<file path="src/rtl/sce_regs.svh">
// Register offsets, field positions, codes and reset values of the socket command block
`ifndef SCE_REGS_SVH
`define SCE_REGS_SVH

// Register indices (byte address = 4 * index)
`define SCE_IDX_MODE 8'h00
`define SCE_IDX_CMD 8'h01
`define SCE_IDX_EVT 8'h02
`define SCE_IDX_STATE 8'h03
`define SCE_IDX_MASK 8'h2C
`define SCE_IDX_DHA_HI 8'h06
`define SCE_IDX_DHA_LO 8'h07
`define SCE_IDX_TX_RD 8'h22
`define SCE_IDX_TX_WR 8'h24
`define SCE_IDX_RX_RD 8'h28

// Command codes
`define SCE_CMD_NONE 8'h00
`define SCE_CMD_OPEN 8'h01
`define SCE_CMD_TEARDOWN 8'h08
`define SCE_CMD_CLOSE 8'h10
`define SCE_CMD_SEND 8'h20
`define SCE_CMD_HW_SEND 8'h21
`define SCE_CMD_KEEPALIVE 8'h22
`define SCE_CMD_RX_CONSUME 8'h40

// Socket state codes
`define SCE_ST_RELEASED 8'h00
`define SCE_ST_INIT 8'h13
`define SCE_ST_CONNECTED 8'h17
`define SCE_ST_CLOSE_WAIT 8'h1C
`define SCE_ST_UDP 8'h22
`define SCE_ST_FIN_WAIT 8'h18
`define SCE_ST_LAST_ACK 8'h1D

// Protocol mode field
`define SCE_MODE_TCP 4'h1
`define SCE_MODE_UDP 4'h2

// Event flag bit positions
`define SCE_EVT_UP 0
`define SCE_EVT_PEER_CLOSE 1
`define SCE_EVT_RX_DATA 2
`define SCE_EVT_TIMEOUT 3
`define SCE_EVT_TX_DONE 4
`define SCE_EVT_USED 8'h1F

// Reset values
`define SCE_RST_EVT 8'h00
`define SCE_RST_MASK 8'hFF
`define SCE_RST_DHA 48'hFFFFFFFFFFFF

`endif

</file>
<file path="src/rtl/sce_pkg.sv">
// Types shared by the socket command and event block
package sce_pkg;

  typedef struct packed {
    logic [7:0] adr;
    logic [31:0] dat;
    logic we;
    logic [3:0] sel;
    logic cyc;
    logic stb;
  } sce_wb_req_type;

  typedef struct packed {
    logic [31:0] dat;
    logic ack;
  } sce_wb_rsp_type;

  // Outcomes reported by the packet engines, one-cycle pulses
  typedef struct packed {
    logic established;
    logic fin_rx;
    logic finack_rx;
    logic rst_rx;
    logic data_rx;
    logic arp_timeout;
    logic tcp_timeout;
    logic send_done;
  } sce_net_evt_type;

  // Job requests toward the packet engines
  typedef struct packed {
    logic send_fin;
    logic send_data;
    logic use_arp;
    logic send_keepalive;
    logic rx_consume;
  } sce_net_req_type;

  typedef enum logic [1:0] {
    SCE_OP_IDLE,
    SCE_OP_TEARDOWN,
    SCE_OP_KEEPALIVE,
    SCE_OP_SEND
  } sce_op_type;

endpackage : sce_pkg

</file>
<file path="src/rtl/sce_event_flags.sv">
// Sticky socket event flags with mask gating and write-one-to-clear
`timescale 1ns/1ps
`include "sce_regs.svh"

module sce_event_flags #(
  parameter int WIDTH = 8
) (
  // Clock and reset
  input wire logic i_ref_clk,
  input wire logic i_rst_n,
  // Events and controls
  input wire logic [WIDTH-1:0] i_event,
  input wire logic [WIDTH-1:0] i_mask,
  input wire logic [WIDTH-1:0] i_clear,
  // Flags
  output logic [WIDTH-1:0] o_flags
);

  logic [WIDTH-1:0] next_flags;
  logic [WIDTH-1:0] used;

  assign used = WIDTH'(`SCE_EVT_USED);

  genvar g;
  generate
    for (g = 0; g < WIDTH; g++)
    begin : g_bit
      // Set beats clear so an event in the clearing cycle survives
      assign next_flags[g] = used[g] & ((i_event[g] & i_mask[g])
        | (o_flags[g] & ~i_clear[g]));
    end
  endgenerate

  always_ff @(posedge i_ref_clk or negedge i_rst_n)
  begin
    if (!i_rst_n)
      o_flags <= WIDTH'(`SCE_RST_EVT);
    else
      o_flags <= next_flags;
  end

endmodule : sce_event_flags

</file>
<file path="src/rtl/sce_wb_slave.sv">
// Classic Wishbone slave front end: one-cycle ack, write strobe and registered read data
`timescale 1ns/1ps

module sce_wb_slave (
  // Clock and reset
  input wire logic i_ref_clk,
  input wire logic i_rst_n,
  // Bus
  input sce_pkg::sce_wb_req_type i_wb,
  output sce_pkg::sce_wb_rsp_type o_wb,
  // Register side
  input wire logic [31:0] i_rdata,
  output logic o_wr_stb,
  output logic [7:0] o_idx,
  output logic [31:0] o_wdata,
  output logic [3:0] o_sel
);
  import sce_pkg::*;

  logic ack;
  logic take;

  // Ack one cycle after request; dropped the cycle after
  assign take = i_wb.cyc & i_wb.stb & ~ack;
  assign o_wr_stb = take & i_wb.we;
  assign o_idx = i_wb.adr[7:0] >> 2;
  assign o_wdata = i_wb.dat;
  assign o_sel = i_wb.sel;

  always_ff @(posedge i_ref_clk or negedge i_rst_n)
  begin
    if (!i_rst_n)
    begin
      ack <= 1'b0;
      o_wb <= '0;
    end
    else
    begin
      ack <= take;
      o_wb.ack <= take;
      o_wb.dat <= take ? i_rdata : 32'h0000_0000;
    end
  end

endmodule : sce_wb_slave

</file>
<file path="src/rtl/sce_socket_cmd.sv">
// Socket command interpreter, state tracking and register file
//
// Notes on behaviour
// - Failed connect by ARP timeout, TCP timeout or peer reset closes the socket.
// - Teardown command 0x08 is TCP only; active close sends FIN to peer.
// - Passive close: after peer FIN, teardown answers with own FIN.
// - Teardown finishing with peer FIN/ACK moves socket to closed.
// - Failed teardown raises timeout flag bit 3, then closes the socket.
// - Command 0x10 closes the socket at once without FIN exchange.
// - Peer reset packet during communication forces the socket closed.
// - Command 0x20 sends all transmit buffer data between read and write pointers.
// - Command 0x20 first resolves the destination hardware address by ARP.
// - Command 0x21, UDP only, sends without ARP using host-written hardware address.
// - Command 0x22, TCP only, sends a one-byte keep-alive packet.
// - Keep-alive with no answer before timeout ends connection and raises timeout.
// - Command 0x40 finishes receive processing using the receive read pointer.
// - An event sets its flag only when the matching mask bit is one.
// - Writing one to a flag bit clears it.
// - Bit 4 sets when a send completes; bits 7 to 5 are reserved.
// - Bit 3 sets on ARP timeout or TCP timeout.
// - Bit 2 sets each time data arrives from the peer.
// - Bit 1 sets when FIN or FIN/ACK arrives from the peer.
// - Bit 0 sets once when the connection becomes established.
// - Command register reads back 0x00 right after a command is accepted.
// - Closed state reads as code 0x00.
`timescale 1ns/1ps
`include "sce_regs.svh"

module sce_socket_cmd #(
  parameter int PTR_W = 16
) (
  // Clock and reset
  input wire logic i_ref_clk,
  input wire logic i_rst_n,
  // Wishbone
  input sce_pkg::sce_wb_req_type i_wb,
  output sce_pkg::sce_wb_rsp_type o_wb,
  // Packet engine events
  input sce_pkg::sce_net_evt_type i_net,
  // Packet engine requests: one-cycle job pulses, then pointers and address
  output sce_pkg::sce_net_req_type o_req,
  output logic [47:0] o_dest_hw_addr,
  output logic [PTR_W-1:0] o_tx_from,
  output logic [PTR_W-1:0] o_tx_to,
  output logic [PTR_W-1:0] o_rx_read_pointer,
  // Socket state
  output logic [7:0] o_socket_state
);
  import sce_pkg::*;

  // ****************************************
  // Register bus
  // ****************************************
  logic wr_stb;
  logic [7:0] idx;
  logic [31:0] wdata;
  logic [3:0] sel;
  logic [31:0] rdata;

  sce_wb_slave u_bus (
    .i_ref_clk(i_ref_clk),
    .i_rst_n(i_rst_n),
    .i_wb(i_wb),
    .o_wb(o_wb),
    .i_rdata(rdata),
    .o_wr_stb(wr_stb),
    .o_idx(idx),
    .o_wdata(wdata),
    .o_sel(sel)
  );

  function automatic logic hit(input logic [7:0] a, input logic [7:0] r);
    hit = (a == r);
  endfunction : hit

  logic wr_lo;
  assign wr_lo = wr_stb & sel[0];

  logic wr_mode;
  logic wr_cmd;
  logic wr_evt;
  logic wr_mask;
  logic wr_dha_hi;
  logic wr_dha_lo;
  logic wr_tx_rd;
  logic wr_tx_wr;
  logic wr_rx_rd;
  assign wr_mode = wr_lo & hit(idx, `SCE_IDX_MODE);
  assign wr_cmd = wr_lo & hit(idx, `SCE_IDX_CMD);
  assign wr_evt = wr_lo & hit(idx, `SCE_IDX_EVT);
  assign wr_mask = wr_lo & hit(idx, `SCE_IDX_MASK);
  assign wr_dha_hi = wr_stb & hit(idx, `SCE_IDX_DHA_HI);
  assign wr_dha_lo = wr_stb & hit(idx, `SCE_IDX_DHA_LO);
  assign wr_tx_rd = wr_stb & hit(idx, `SCE_IDX_TX_RD);
  assign wr_tx_wr = wr_stb & hit(idx, `SCE_IDX_TX_WR);
  assign wr_rx_rd = wr_stb & hit(idx, `SCE_IDX_RX_RD);

  // ****************************************
  // Software registers
  // ****************************************
  logic [3:0] mode;
  logic [7:0] mask;
  logic [47:0] dha;
  logic [PTR_W-1:0] tx_rd;
  logic [PTR_W-1:0] tx_wr;
  logic [PTR_W-1:0] rx_rd;
  logic [7:0] cmd;

  // Narrow registers need byte lane 0; pointers and address take any lane
  always_ff @(posedge i_ref_clk or negedge i_rst_n)
  begin
    if (!i_rst_n)
    begin
      mode <= 4'h0;
      mask <= `SCE_RST_MASK;
      dha <= `SCE_RST_DHA;
      tx_rd <= '0;
      tx_wr <= '0;
      rx_rd <= '0;
    end
    else
    begin
      if (wr_mode)
        mode <= wdata[3:0];
      if (wr_mask)
        mask <= wdata[7:0];
      if (wr_dha_hi)
        dha[47:32] <= wdata[15:0];
      if (wr_dha_lo)
        dha[31:0] <= wdata;
      if (wr_tx_rd)
        tx_rd <= wdata[PTR_W-1:0];
      if (wr_tx_wr)
        tx_wr <= wdata[PTR_W-1:0];
      if (wr_rx_rd)
        rx_rd <= wdata[PTR_W-1:0];
    end
  end

  // ****************************************
  // Command decode
  // ****************************************
  logic is_tcp;
  logic is_udp;
  assign is_tcp = (mode == `SCE_MODE_TCP);
  assign is_udp = (mode == `SCE_MODE_UDP);

  logic c_open;
  logic c_tear;
  logic c_close;
  logic c_send;
  logic c_hw_send;
  logic c_keep;
  logic c_rx;
  // Commands for the wrong mode fall through doing nothing
  assign c_open = wr_cmd & (wdata[7:0] == `SCE_CMD_OPEN);
  assign c_tear = wr_cmd & (wdata[7:0] == `SCE_CMD_TEARDOWN) & is_tcp;
  assign c_close = wr_cmd & (wdata[7:0] == `SCE_CMD_CLOSE);
  assign c_send = wr_cmd & (wdata[7:0] == `SCE_CMD_SEND);
  assign c_hw_send = wr_cmd & (wdata[7:0] == `SCE_CMD_HW_SEND) & is_udp;
  assign c_keep = wr_cmd & (wdata[7:0] == `SCE_CMD_KEEPALIVE) & is_tcp;
  assign c_rx = wr_cmd & (wdata[7:0] == `SCE_CMD_RX_CONSUME);

  // ****************************************
  // Socket state machine
  // ****************************************
  logic [7:0] state;
  logic [7:0] next_state;
  sce_op_type op;
  sce_op_type next_op;
  logic up_seen;
  logic timeout_ev;
  logic fin_ev;
  logic conn_ev;
  logic open_st;

  assign timeout_ev = i_net.arp_timeout | i_net.tcp_timeout;
  assign fin_ev = i_net.fin_rx | i_net.finack_rx;
  assign open_st = (state != `SCE_ST_RELEASED) & (state != `SCE_ST_INIT);
  // Established reported only once per connection
  // Listen and connect phases live in the engines; INIT stands for them here
  assign conn_ev = i_net.established & ~up_seen & is_tcp & (state == `SCE_ST_INIT);

  // Send, teardown and keep-alive jobs only reach the engines from an open socket, so a stray command on a
  // closed socket cannot park the machine in a closing state with no FIN sent
  logic go_tear;
  logic go_send;
  logic go_keep;
  assign go_tear = c_tear & open_st;
  assign go_send = (c_send | c_hw_send) & open_st;
  assign go_keep = c_keep & (state == `SCE_ST_CONNECTED);

  // Close, peer reset and TCP-mode timeouts win over every other state and job choice, so a command racing
  // an engine event can never leave the socket half open
  always_comb
  begin
    next_state = state;
    next_op = op;
    if (c_close | i_net.rst_rx | (timeout_ev & is_tcp))
    begin
      next_state = `SCE_ST_RELEASED;
      next_op = SCE_OP_IDLE;
    end
    else if (c_open)
    begin
      next_state = is_tcp ? `SCE_ST_INIT : (is_udp ? `SCE_ST_UDP : state);
    end
    else if (go_tear)
    begin
      next_state = (state == `SCE_ST_CLOSE_WAIT) ? `SCE_ST_LAST_ACK : `SCE_ST_FIN_WAIT;
      next_op = SCE_OP_TEARDOWN;
    end
    else if (i_net.finack_rx & (op == SCE_OP_TEARDOWN))
    begin
      next_state = `SCE_ST_RELEASED;
      next_op = SCE_OP_IDLE;
    end
    else if (conn_ev)
      next_state = `SCE_ST_CONNECTED;
    else if (i_net.fin_rx & (state == `SCE_ST_CONNECTED))
      next_state = `SCE_ST_CLOSE_WAIT;
    else if (go_keep)
      next_op = SCE_OP_KEEPALIVE;
    else if (go_send)
      next_op = SCE_OP_SEND;
    // A failed UDP send ends in an ARP timeout, which also retires the job
    else if ((i_net.send_done | i_net.arp_timeout) & (op != SCE_OP_TEARDOWN))
      next_op = SCE_OP_IDLE;
  end

  always_ff @(posedge i_ref_clk or negedge i_rst_n)
  begin
    if (!i_rst_n)
    begin
      state <= `SCE_ST_RELEASED;
      op <= SCE_OP_IDLE;
      up_seen <= 1'b0;
      cmd <= `SCE_CMD_NONE;
    end
    else
    begin
      state <= next_state;
      op <= next_op;
      // Any command written is taken at once, so it reads back cleared
      cmd <= `SCE_CMD_NONE;
      if (next_state == `SCE_ST_RELEASED)
        up_seen <= 1'b0;
      else if (conn_ev)
        up_seen <= 1'b1;
    end
  end

  // ****************************************
  // Requests to the packet engines
  // ****************************************
  // One-cycle job pulses; pointers stand until the next job, address follows the register
  always_ff @(posedge i_ref_clk or negedge i_rst_n)
  begin
    if (!i_rst_n)
    begin
      o_req <= '0;
      o_tx_from <= '0;
      o_tx_to <= '0;
      o_rx_read_pointer <= '0;
      o_dest_hw_addr <= `SCE_RST_DHA;
      o_socket_state <= `SCE_ST_RELEASED;
    end
    else
    begin
      // Active close and passive reply both send FIN
      o_req.send_fin <= go_tear;
      o_req.send_data <= go_send;
      o_req.use_arp <= c_send & open_st;
      o_req.send_keepalive <= go_keep;
      o_req.rx_consume <= c_rx;
      if (go_send)
      begin
        o_tx_from <= tx_rd;
        o_tx_to <= tx_wr;
      end
      if (c_rx)
        o_rx_read_pointer <= rx_rd;
      o_dest_hw_addr <= dha;
      o_socket_state <= next_state;
    end
  end

  // ****************************************
  // Event flags
  // ****************************************
  logic [7:0] ev_in;
  logic [7:0] ev_flags;
  logic tx_done_ev;
  logic [7:0] ev_clear;
  // Only a pending send may report completion; probes and FINs do not
  assign tx_done_ev = i_net.send_done & (op == SCE_OP_SEND);
  assign ev_clear = wr_evt ? wdata[7:0] : 8'h00;
  assign ev_in = {3'b000,
                  tx_done_ev,
                  timeout_ev,
                  i_net.data_rx,
                  fin_ev,
                  conn_ev};

  sce_event_flags #(
    .WIDTH(8)
  ) u_flags (
    .i_ref_clk(i_ref_clk),
    .i_rst_n(i_rst_n),
    .i_event(ev_in),
    .i_mask(mask),
    .i_clear(ev_clear),
    .o_flags(ev_flags)
  );

  // ****************************************
  // Read mux
  // ****************************************
  // Unmapped indices read as zero; their writes are dropped but still acked
  always_comb
  begin
    rdata = 32'h0000_0000;
    if (hit(idx, `SCE_IDX_MODE))
      rdata = {28'h0000000, mode};
    else if (hit(idx, `SCE_IDX_CMD))
      rdata = {24'h000000, cmd};
    else if (hit(idx, `SCE_IDX_EVT))
      rdata = {24'h000000, ev_flags};
    else if (hit(idx, `SCE_IDX_STATE))
      rdata = {24'h000000, state};
    else if (hit(idx, `SCE_IDX_MASK))
      rdata = {24'h000000, mask};
    else if (hit(idx, `SCE_IDX_DHA_HI))
      rdata = {16'h0000, dha[47:32]};
    else if (hit(idx, `SCE_IDX_DHA_LO))
      rdata = dha[31:0];
    else if (hit(idx, `SCE_IDX_TX_RD))
      rdata = 32'(tx_rd);
    else if (hit(idx, `SCE_IDX_TX_WR))
      rdata = 32'(tx_wr);
    else if (hit(idx, `SCE_IDX_RX_RD))
      rdata = 32'(rx_rd);
  end

endmodule : sce_socket_cmd

</file>
<file path="config.mk">
export PLATFORM = sky130hd
export DESIGN_NAME = sce_socket_cmd
export DESIGN_NICKNAME = d
export VERILOG_FILES = /design/src/rtl/sce_pkg.sv /design/src/rtl/sce_event_flags.sv /design/src/rtl/sce_wb_slave.sv /design/src/rtl/sce_socket_cmd.sv
export VERILOG_INCLUDE_DIRS = /design/src /design/src/rtl
export SDC_FILE = /design/constraint.sdc
export NUM_CORES = 1
export LEC_CHECK = 0
export ABC_AREA = 1
export BUFFER_PORTS_ARGS = -buffer_cell sky130_fd_sc_hd__buf_2
export CAP_MARGIN = 20
export CORE_MARGIN = 5
export CORE_UTILIZATION = 45
export DETAILED_ROUTE_END_ITERATION = 10
export GPL_TIMING_DRIVEN = 0
export PLACE_DENSITY_LB_ADDON = 0.12
export SYNTH_ARGS = -nofsm -noshare
export SYNTH_HDL_FRONTEND = slang
export SYNTH_HIERARCHICAL = 1
export SYNTH_SLANG_ARGS = --single-unit
</file>
<file path="constraint.sdc">
create_clock -name i_ref_clk -period 1.85 [get_ports i_ref_clk]
set_input_delay 0.555 -clock i_ref_clk [delete_from_list [all_inputs] [get_ports i_ref_clk]]
set_output_delay 0.555 -clock i_ref_clk [all_outputs]
set_load 0.005 [all_outputs]
</file>
* After elaboration in Yosys (flattened, before gate mapping)
Index checks and enable logic that the tools add are counted.
Widths: inputs -> output; s select.
** Storage, ports and cells
- Output and inout port bits :: 142
- Input port bits :: 57
- Bits in registers :: 258
** Operators by class
- Equality and inequality tests :: 28
- Multiplexer cells :: 32
- Bitwise logic cells :: 64
- Reduce and logical (&&, ||, !) cells :: 6
** Operators with widths (count)
- $mux 32 :: 8
- $mux 8 :: 8
- $mux 16 :: 3
- $and 1x1->1 :: 46
- $eq 8x5->1 const B :: 4
- $eq 6x6->1 const B :: 4
- $eq 8x6->1 const B :: 3
- $mux 2 :: 9
- $logic_not 8->1 :: 2
- $eq 6x2->1 const B :: 2
- $eq 6x3->1 const B :: 2
- $or 1x1->1 :: 11
- $eq 8x1->1 const B :: 1
- $eq 8x4->1 const B :: 1
- $eq 8x7->1 const B :: 1
- $ne 8x5->1 const B :: 1
- $reduce_bool 8->1 :: 1
- $not 1->1 :: 7
- $eq 6x1->1 const B :: 1
- $reduce_bool 6->1 :: 1
- $mux 5 :: 1
- $eq 4x1->1 const B :: 1
- $eq 4x2->1 const B :: 1
- $ne 2x1->1 const B :: 2
- 8 further kinds :: 9

* Depth between registers and ports, before layout
Gate-level depths: netlist of run 1.
- Depth in word-level cells :: 17
- Mapped depth :: 15
- Gate-level depth less buffers :: 14

* Modules after synthesis
Netlist of run 1, hierarchy kept.
** Modules (own cells, without submodules)
- sce_socket_cmd :: area each 9395.3 sq um, cells each 1051, times used 1
- sce_wb_slave :: area each 1546.5 sq um, cells each 151, times used 1
- sce_event_flags :: area each 226.5 sq um, cells each 29, times used 1

* Worst setup path after synthesis of run 1
OpenSTA, ideal clock, no wires.
- Kind :: input to register
- From :: input port i_wb[1] in the netlist's numbering
- To :: register o_tx_from[0]
- Library setup time :: 0.116 ns
- Path buffers :: 2
- Stages :: 13
- Data required time :: 1.734 ns
- Path slack :: -0.278 ns
- Arrival :: 2.012 ns
- Cells stage by stage :: nand3_4 > nor2_1 > nand2_1 > nor2_2 > nand2_2 > nor2_2 > inv_2 > nor2_2 > nand2_2 > buf_6 > buf_6 > nand2_1 > nand2_1
** Between the ends
- Longest elaborated chain between the ends :: 9
** RTL lines
- from (decl) :: line sce_socket_cmd.sv:36 : input sce_pkg::sce_wb_req_type i_wb,
- $and 1x1->1 (*) (2 in a row) :: line sce_wb_slave.sv:24 : assign take = i_wb.cyc & i_wb.stb & ~ack;
- $and 1x1->1 (*) :: line sce_wb_slave.sv:25 : assign o_wr_stb = take & i_wb.we;
- net wr_stb :: line sce_socket_cmd.sv:54 : logic wr_stb;
- $and 1x1->1 (*) :: line sce_socket_cmd.sv:77 : assign wr_lo = wr_stb & sel[0];
- $and 1x1->1 (*) :: line sce_socket_cmd.sv:89 : assign wr_cmd = wr_lo & hit(idx, `SCE_IDX_CMD);
- $and 1x1->1 (2 in a row) :: line sce_socket_cmd.sv:160 : assign c_hw_send = wr_cmd & (wdata[7:0] == `SCE_CMD_HW_SEND) & is_udp;
- $or 1x1->1 (*) :: line sce_socket_cmd.sv:190 : assign go_send = (c_send | c_hw_send) & open_st;
- $and 1x1->1 (*) :: line sce_socket_cmd.sv:190
- to (signal assigned) :: line sce_socket_cmd.sv:278 : o_tx_from <= tx_rd;
- to (decl) :: line sce_socket_cmd.sv:43 : output logic [PTR_W-1:0] o_tx_from,
Mark *: on every way through the listed nets, which the timed path passes. The rest lies on a longest branch.
A chain may end at the register's enable or synchronous reset.

==> impl_results.md, run 1 <==
- Run status: finished with violations
- Violated checks: negative setup slack
- Clock skew: 0.0204 ns
- HP Class: input port to register
- Synthesized area: 11100 µm²
- Pre-antenna DRT Iters: 5
- Setup slack at placement: -0.587 ns
- Crit Path Class: register to register
- Clock root cell: clkbuf_16
- Vias in the first global route: 8785
- CTS clk-pin slew, worst paths: 0.06 ns
- Final GP Congestion: 0.860
- Final worst setup slack: -0.106 ns
- DP HPWL: 22600 µm
- ANT cells: 0
- Crit. End Element: register
- Largest net degree at the start of global routing: 129
- CTS tree: done
- Core area: 24300 µm²
- Final period util: 106%
- Final #Nets: 1489
- Clk_lat worst skew: 0.55 ns
- Peak Freq: 511 MHz
- Worst-Margin Slew: 0.704 ns
- Data required, critical path: 2.28 ns
- Antenna-violating nets left: 0
- Final std cells w/o fill: 1778
- Leak: 6.97 nW
- Total congestion overflow: 0
- MaxCap Viol Count: 0
- Final min period: 1.96 ns
- Initial antenna violation count: 0
- TritonCTS Sinks: 258
- Pwr dens: 866 nW/µm²
- # IOs: 199
- H-tree depth: 1
- Finished Cell Area: 13800 µm²
- CTS Buf Count: 28
- Average cell area after synthesis: 9.09 µm²
- Startpoint types: register
- Synth warn: 6
- First-pass GRT wire length: 48700 µm
- Placed cells: 1707
- DR vias/cell: 4.93
- Die area: 28000 µm²
- Layout cells sized above 1: 34.4%
- Area Growth Syn to Fin: 24.0%
- Crit path arrival time: 2.39 ns
- Site Rows: 57
- Final hold slack: 0.225 ns
- Final Hold Fails: 0
- Total global-route track usage: 21.8%
- RSZ-0062 raised after global routing: true
- Post-Syn Instances: 1224
- Filler cell count: 2245
- # DRC: 0
- Peak supply drop: 0.605 mV
- Final setup viols: 35
- DR iter-0 viols: 620
- Routed length per instance: 17.7 µm
- Worst-case clock buffer depth: 3
- Crit path max fanout: 10
- Initial Util: 45.8%
- Die Span X: 167 µm
- Vias: 8761
- DRT Wirelength: 31600 µm
- Slew margin rel.: 52.7%
- Final core occ: 56.7%
- Max Slew Vio Count: 0
- Die Y: 167 µm
- Buffers added on ports: 154
- Cell Area, Placed: 12500 µm²
path summary, 6_finish.rpt:
path,slack (ns),start,depth (start not counted),end
max,-0.11,u_bus/o_wb[0]$_DFF_PN0_,14,o_tx_to[4]$_DFFE_PN0N_
min,0.23,i_net[3],3,u_flags/o_flags[2]$_DFF_PN0_
max reg2reg,-0.11,u_bus/o_wb[0]$_DFF_PN0_,14,o_tx_to[4]$_DFFE_PN0N_
min reg2reg,0.35,dha[27]$_DFFE_PN1P_,0,o_dest_hw_addr[27]$_DFF_PN1_
max in group asynchronous,0.34,i_rst_n,4,o_dest_hw_addr[35]$_DFF_PN1_
min in group asynchronous,0.48,i_rst_n,2,o_rx_read_pointer[4]$_DFFE_PN0P_
routing by layer:
metal	routed length, µm	share of wire, %	up-vias	track usage [%]
li1	-	-	4224	-
met3	2270	7.2	51	3.98
met2	14800	47	303	35.8
met1	13800	44	4183	30.2
met5	0	0	-	0
met4	740	2.3	0	5.54
per-stage QoR:
step / power [mW] / setup TNS, ns
6_report: 11.9 / -2.08
2_1_floorplan: 6.07 / -1.13
3_5_place_dp: 6.32 / -67.35
3_3_place_gp: 6.30 / -1029.24
4_1_cts: 12.0 / -2.55
5_1_grt: 12.4 / -6.04
repair_timing:
action                                  in CTS  in global routing
hold endpoints to repair                    26                  0
buffers inserted                            10                  6
cloned                                       1                  2
hold buffers                                 1                  0
resized for setup                           15                 52
endpoints found under the setup margin      68                209
pin swaps                                    8                  5
worst max-delay path: stages, from the launching register on:
cell     delay [ns]
dfrtp_1        0.39
inv_2          0.07
nand3_4        0.09
nor2_4         0.21
nand2_4        0.10
nor2_4         0.12
nand2_4        0.08
nor2_4         0.11
inv_2          0.06
nor2_4         0.09
nand2_4        0.09
buf_6          0.16
buf_8          0.14
nand2_1        0.06
nand2_1        0.05
report_power, final:
part	switching [mW]	internal (mW)
logic	0.325	0.169
clock network	2.26	3.44
registers	0.0321	5.72
total	2.62	9.33
state kept, by name, summed over array words and instances, names as in the netlist:
name,cells
dha,48
mask,8
mode,4
o_dest_hw_addr,48
o_req,5
o_rx_read_pointer,16
o_socket_state,8
o_tx_from,16
o_tx_to,16
op,2
rx_rd,16
tx_rd,16
tx_wr,16
u_bus/o_wb,33
u_flags/o_flags,5
up_seen,1
cells in the final DEF, fill, tap and decap left out, types with 5 or more instances in the layout:
master	n
nor2_1	85
nand2_1	302
a21oi_1	39
conb_1	5
o221ai_1	8
clkbuf_16	31
clkbuf_1	24
nor2_4	9
inv_4	5
o21ai_1	17
buf_2	159
nor2_2	33
dfstp_2	104
a21oi_2	10
dfrtp_1	153
or2_2	7
inv_1	150
o22ai_1	9
nand2_2	9
buf_4	56
nand3_1	28
o21ai_0	110
clkbuf_8	7
buf_6	16
inv_2	9
cell type report:
class | instances | area [µm²] | share of cell area (%)
sequential | 258 | 6590 | 47.7
multi-input combinational | 720 | 3550 | 25.8
timing repair buffer | 175 | 1030 | 7.49
clock buffer | 45 | 856 | 6.20
buffer | 85 | 637 | 4.62
inverter | 164 | 628 | 4.55
tap | 324 | 405 | 2.94
clock inverter | 7 | 96.3 | 0.698
Note: power is estimated with default switching activity, not from simulation.
==> run 2, diff against run 1 <==
- clock period: 1.85 -> 2.08 ns (I/O delays scaled with it)
==> run 2 against run 1 <==
Largest power group is now clock. The flow now finishes without violations. Core utilization down 0.38 points. Hold slack better by 0.085 ns. Critical path depth unchanged. Worst setup slack better by 0.19 ns. Register-to-register slack better by 0.19 ns. Global-route usage up 0.15 points. Total power down 9.9%. Sequential power down 11%. Critical path type unchanged. First-iteration DRC count up 15%. Flip-flop and latch count unchanged. Final cell count down 0.51%. Die area unchanged.
==> impl_results.md, run 2 (synthesized netlist as in run 1, its figures left out) <==
- Layout cells sized above 1: 33.1% (-1.3 points)
- Initial antenna violation count: 0 (unchanged)
- DP HPWL: 22500 µm (-0.19%)
- Routed length per instance: 17.5 µm (-1.2%)
- CTS Buf Count: 28 (unchanged)
- # IOs: 199 (unchanged)
- Pre-antenna DRT Iters: 5 (unchanged)
- # DRC: 0 (unchanged)
- Site Rows: 57 (unchanged)
- Worst-Margin Slew: 0.764 ns (+0.0596 ns)
- Peak supply drop: 0.560 mV (-7.3%)
- Initial Util: 45.8% (unchanged)
- Die Y: 167 µm (unchanged)
- Crit path arrival time: 2.42 ns (+0.03 ns)
- Final period util: 95.8% (-10 points)
- Data required, critical path: 2.50 ns (+0.22 ns)
- Final GP Congestion: 0.874 (+1.7%)
- CTS tree: done
- Finished Cell Area: 13700 µm² (-0.66%)
- Filler cell count: 2167 (-3.5%)
- Clock skew: 0.0254 ns (+0.00497 ns)
- DR vias/cell: 4.93 (+0.15%)
- Area Growth Syn to Fin: 23.1%
- Commonest non-fill, non-tap cell in the layout: nand2_1
- Core area: 24300 µm² (unchanged)
- Final setup viols: 0 (-100%)
- Clk_lat worst skew: 0.55 ns (about the same)
- Max Slew Vio Count: 0 (unchanged)
- CTS clk-pin slew, worst paths: 0.06 ns (about the same)
- Setup slack at placement: -0.534 ns (+0.0530 ns)
- Crit. End Element: register
- DRT Wirelength: 31000 µm (-1.7%)
- H-tree depth: 1 (unchanged)
- Vias in the first global route: 8672 (-1.3%)
- MaxCap Viol Count: 0 (unchanged)
- Buffers added on ports: 154 (unchanged)
- Final worst setup slack: 0.0882 ns (+0.195 ns)
- ANT cells: 0 (unchanged)
- Total global-route track usage: 21.9% (+0.15 points)
- HP Class: input port to register
- First-pass GRT wire length: 49000 µm (+0.51%)
- Cell Area, Placed: 12400 µm² (-1.1%)
- Final #Nets: 1480 (-0.60%)
- Crit Path Class: register to register
- Antenna-violating nets left: 0 (unchanged)
- RSZ-0062 raised after global routing: true
- TritonCTS Sinks: 258 (unchanged)
- Die Span X: 167 µm (unchanged)
- Pwr dens: 785 nW/µm² (-9.3%)
- Vias: 8730 (-0.35%)
- Final min period: 1.99 ns (+0.0354 ns)
- Peak Freq: 502 MHz (-1.8%)
- Run status: complete, no violations
- Commonest non-fill, non-tap cells in the layout: 295 x nand2_1, 160 x buf_2, 157 x inv_1
- Worst-case clock buffer depth: 3 (unchanged)
- Final Hold Fails: 0 (unchanged)
- Leak: 6.92 nW (-0.76%)
- Crit path max fanout: 7 (-3)
- Startpoint types: register
- Biggest registers after layout: dha: 48 flops, o_dest_hw_addr: 48 flops, u_bus/o_wb: 33 flops
- Die area: 28000 µm² (unchanged)
- Clock root cell: clkbuf_16
- Largest net degree at the start of global routing: 114 (-12%)
- Slew margin rel.: 48.7% (-4.0 points)
- DR iter-0 viols: 712 (+15%)
- Total congestion overflow: 0 (unchanged)
[run 2: cell types whose count changed in the layout (fill, tap and decap cells not counted), sizes merged]
cell,delta
buf,-13
clkbuf,+7
clkinv,-3
[run 2: final cells by class]
cell class / count / area [µm²] / area share, %
multi-input cells: 720 / 3560 / 25.9
inverters: 164 / 618 / 4.51
well taps: 324 / 405 / 2.96
clock inverters: 4 / 81.3 / 0.593
clock buffers: 48 / 918 / 6.70
plain buffers: 83 / 581 / 4.24
flip-flops and latches: 258 / 6590 / 48.1
repair buffers: 168 / 961 / 7.01
[run 2: worst paths after layout]
kind / endpoint / from / slack, ns / cells after the start
worst max-delay path: o_tx_from[7]$_DFFE_PN0N_ / u_bus/o_wb[0]$_DFF_PN0_ / 0.09 / 14
worst min-delay path: u_flags/o_flags[2]$_DFF_PN0_ / i_net[3] / 0.31 / 3
worst max register to register: o_tx_from[7]$_DFFE_PN0N_ / u_bus/o_wb[0]$_DFF_PN0_ / 0.09 / 14
worst min register to register: o_dest_hw_addr[30]$_DFF_PN1_ / dha[30]$_DFFE_PN1P_ / 0.34 / 0
max in group asynchronous: mask[1]$_DFFE_PN1P_ / i_rst_n / 0.67 / 3
min in group asynchronous: o_tx_to[0]$_DFFE_PN0N_ / i_rst_n / 0.55 / 2
[run 2: critical path, stage by stage, from the launching register on]
cell	delay [ns]
dfrtp_1	0.39
inv_2	0.07
nand3_4	0.09
nor2_4	0.19
nand2_4	0.10
nor2_4	0.12
nand2_4	0.08
nor2_4	0.13
inv_2	0.06
nor2_4	0.10
nand2_4	0.11
buf_12	0.18
clkbuf_16	0.16
nand2_2	0.05
nand2_1	0.04
[run 2: power breakdown]
part	leakage, nW	switching [mW]	internal, mW
logic	3.20	0.274	0.133
registers	3.23	0.0276	5.09
clock network	0.490	2.00	3.24
[run 2: repair_timing]
action                                 CTS  global route
gates resized for setup                 11            51
buffers inserted                         3             5
setup endpoints to repair               48            46
pin swaps                                4            11
cloned                                   1             2
endpoints found under the hold margin   32             0
hold buffers                             1             0
[run 2: metal layers]
metal	vias to the layer above	wire, µm	track usage (%)
met2	305	14100	34.3
met5	-	0	0
met1	4184	13900	31.8
li1	4192	-	-
met4	0	782	5.61
met3	49	2250	4.24
[run 2: metrics by stage]
step                utilization [%]  power, mW  instances  hold WS (ns)  TNS (ns)
detailed placement             50.9       5.60       1707         0.357    -51.73
global placement               50.7       5.58       1705         0.355   -987.49
floorplan                         -       5.39       1227         0.328         0
global route                   56.4       11.2       1769         0.297   -0.0159
CTS                            55.4       10.9       1764         0.284         0
finish                         56.4       10.8       1769         0.310         0
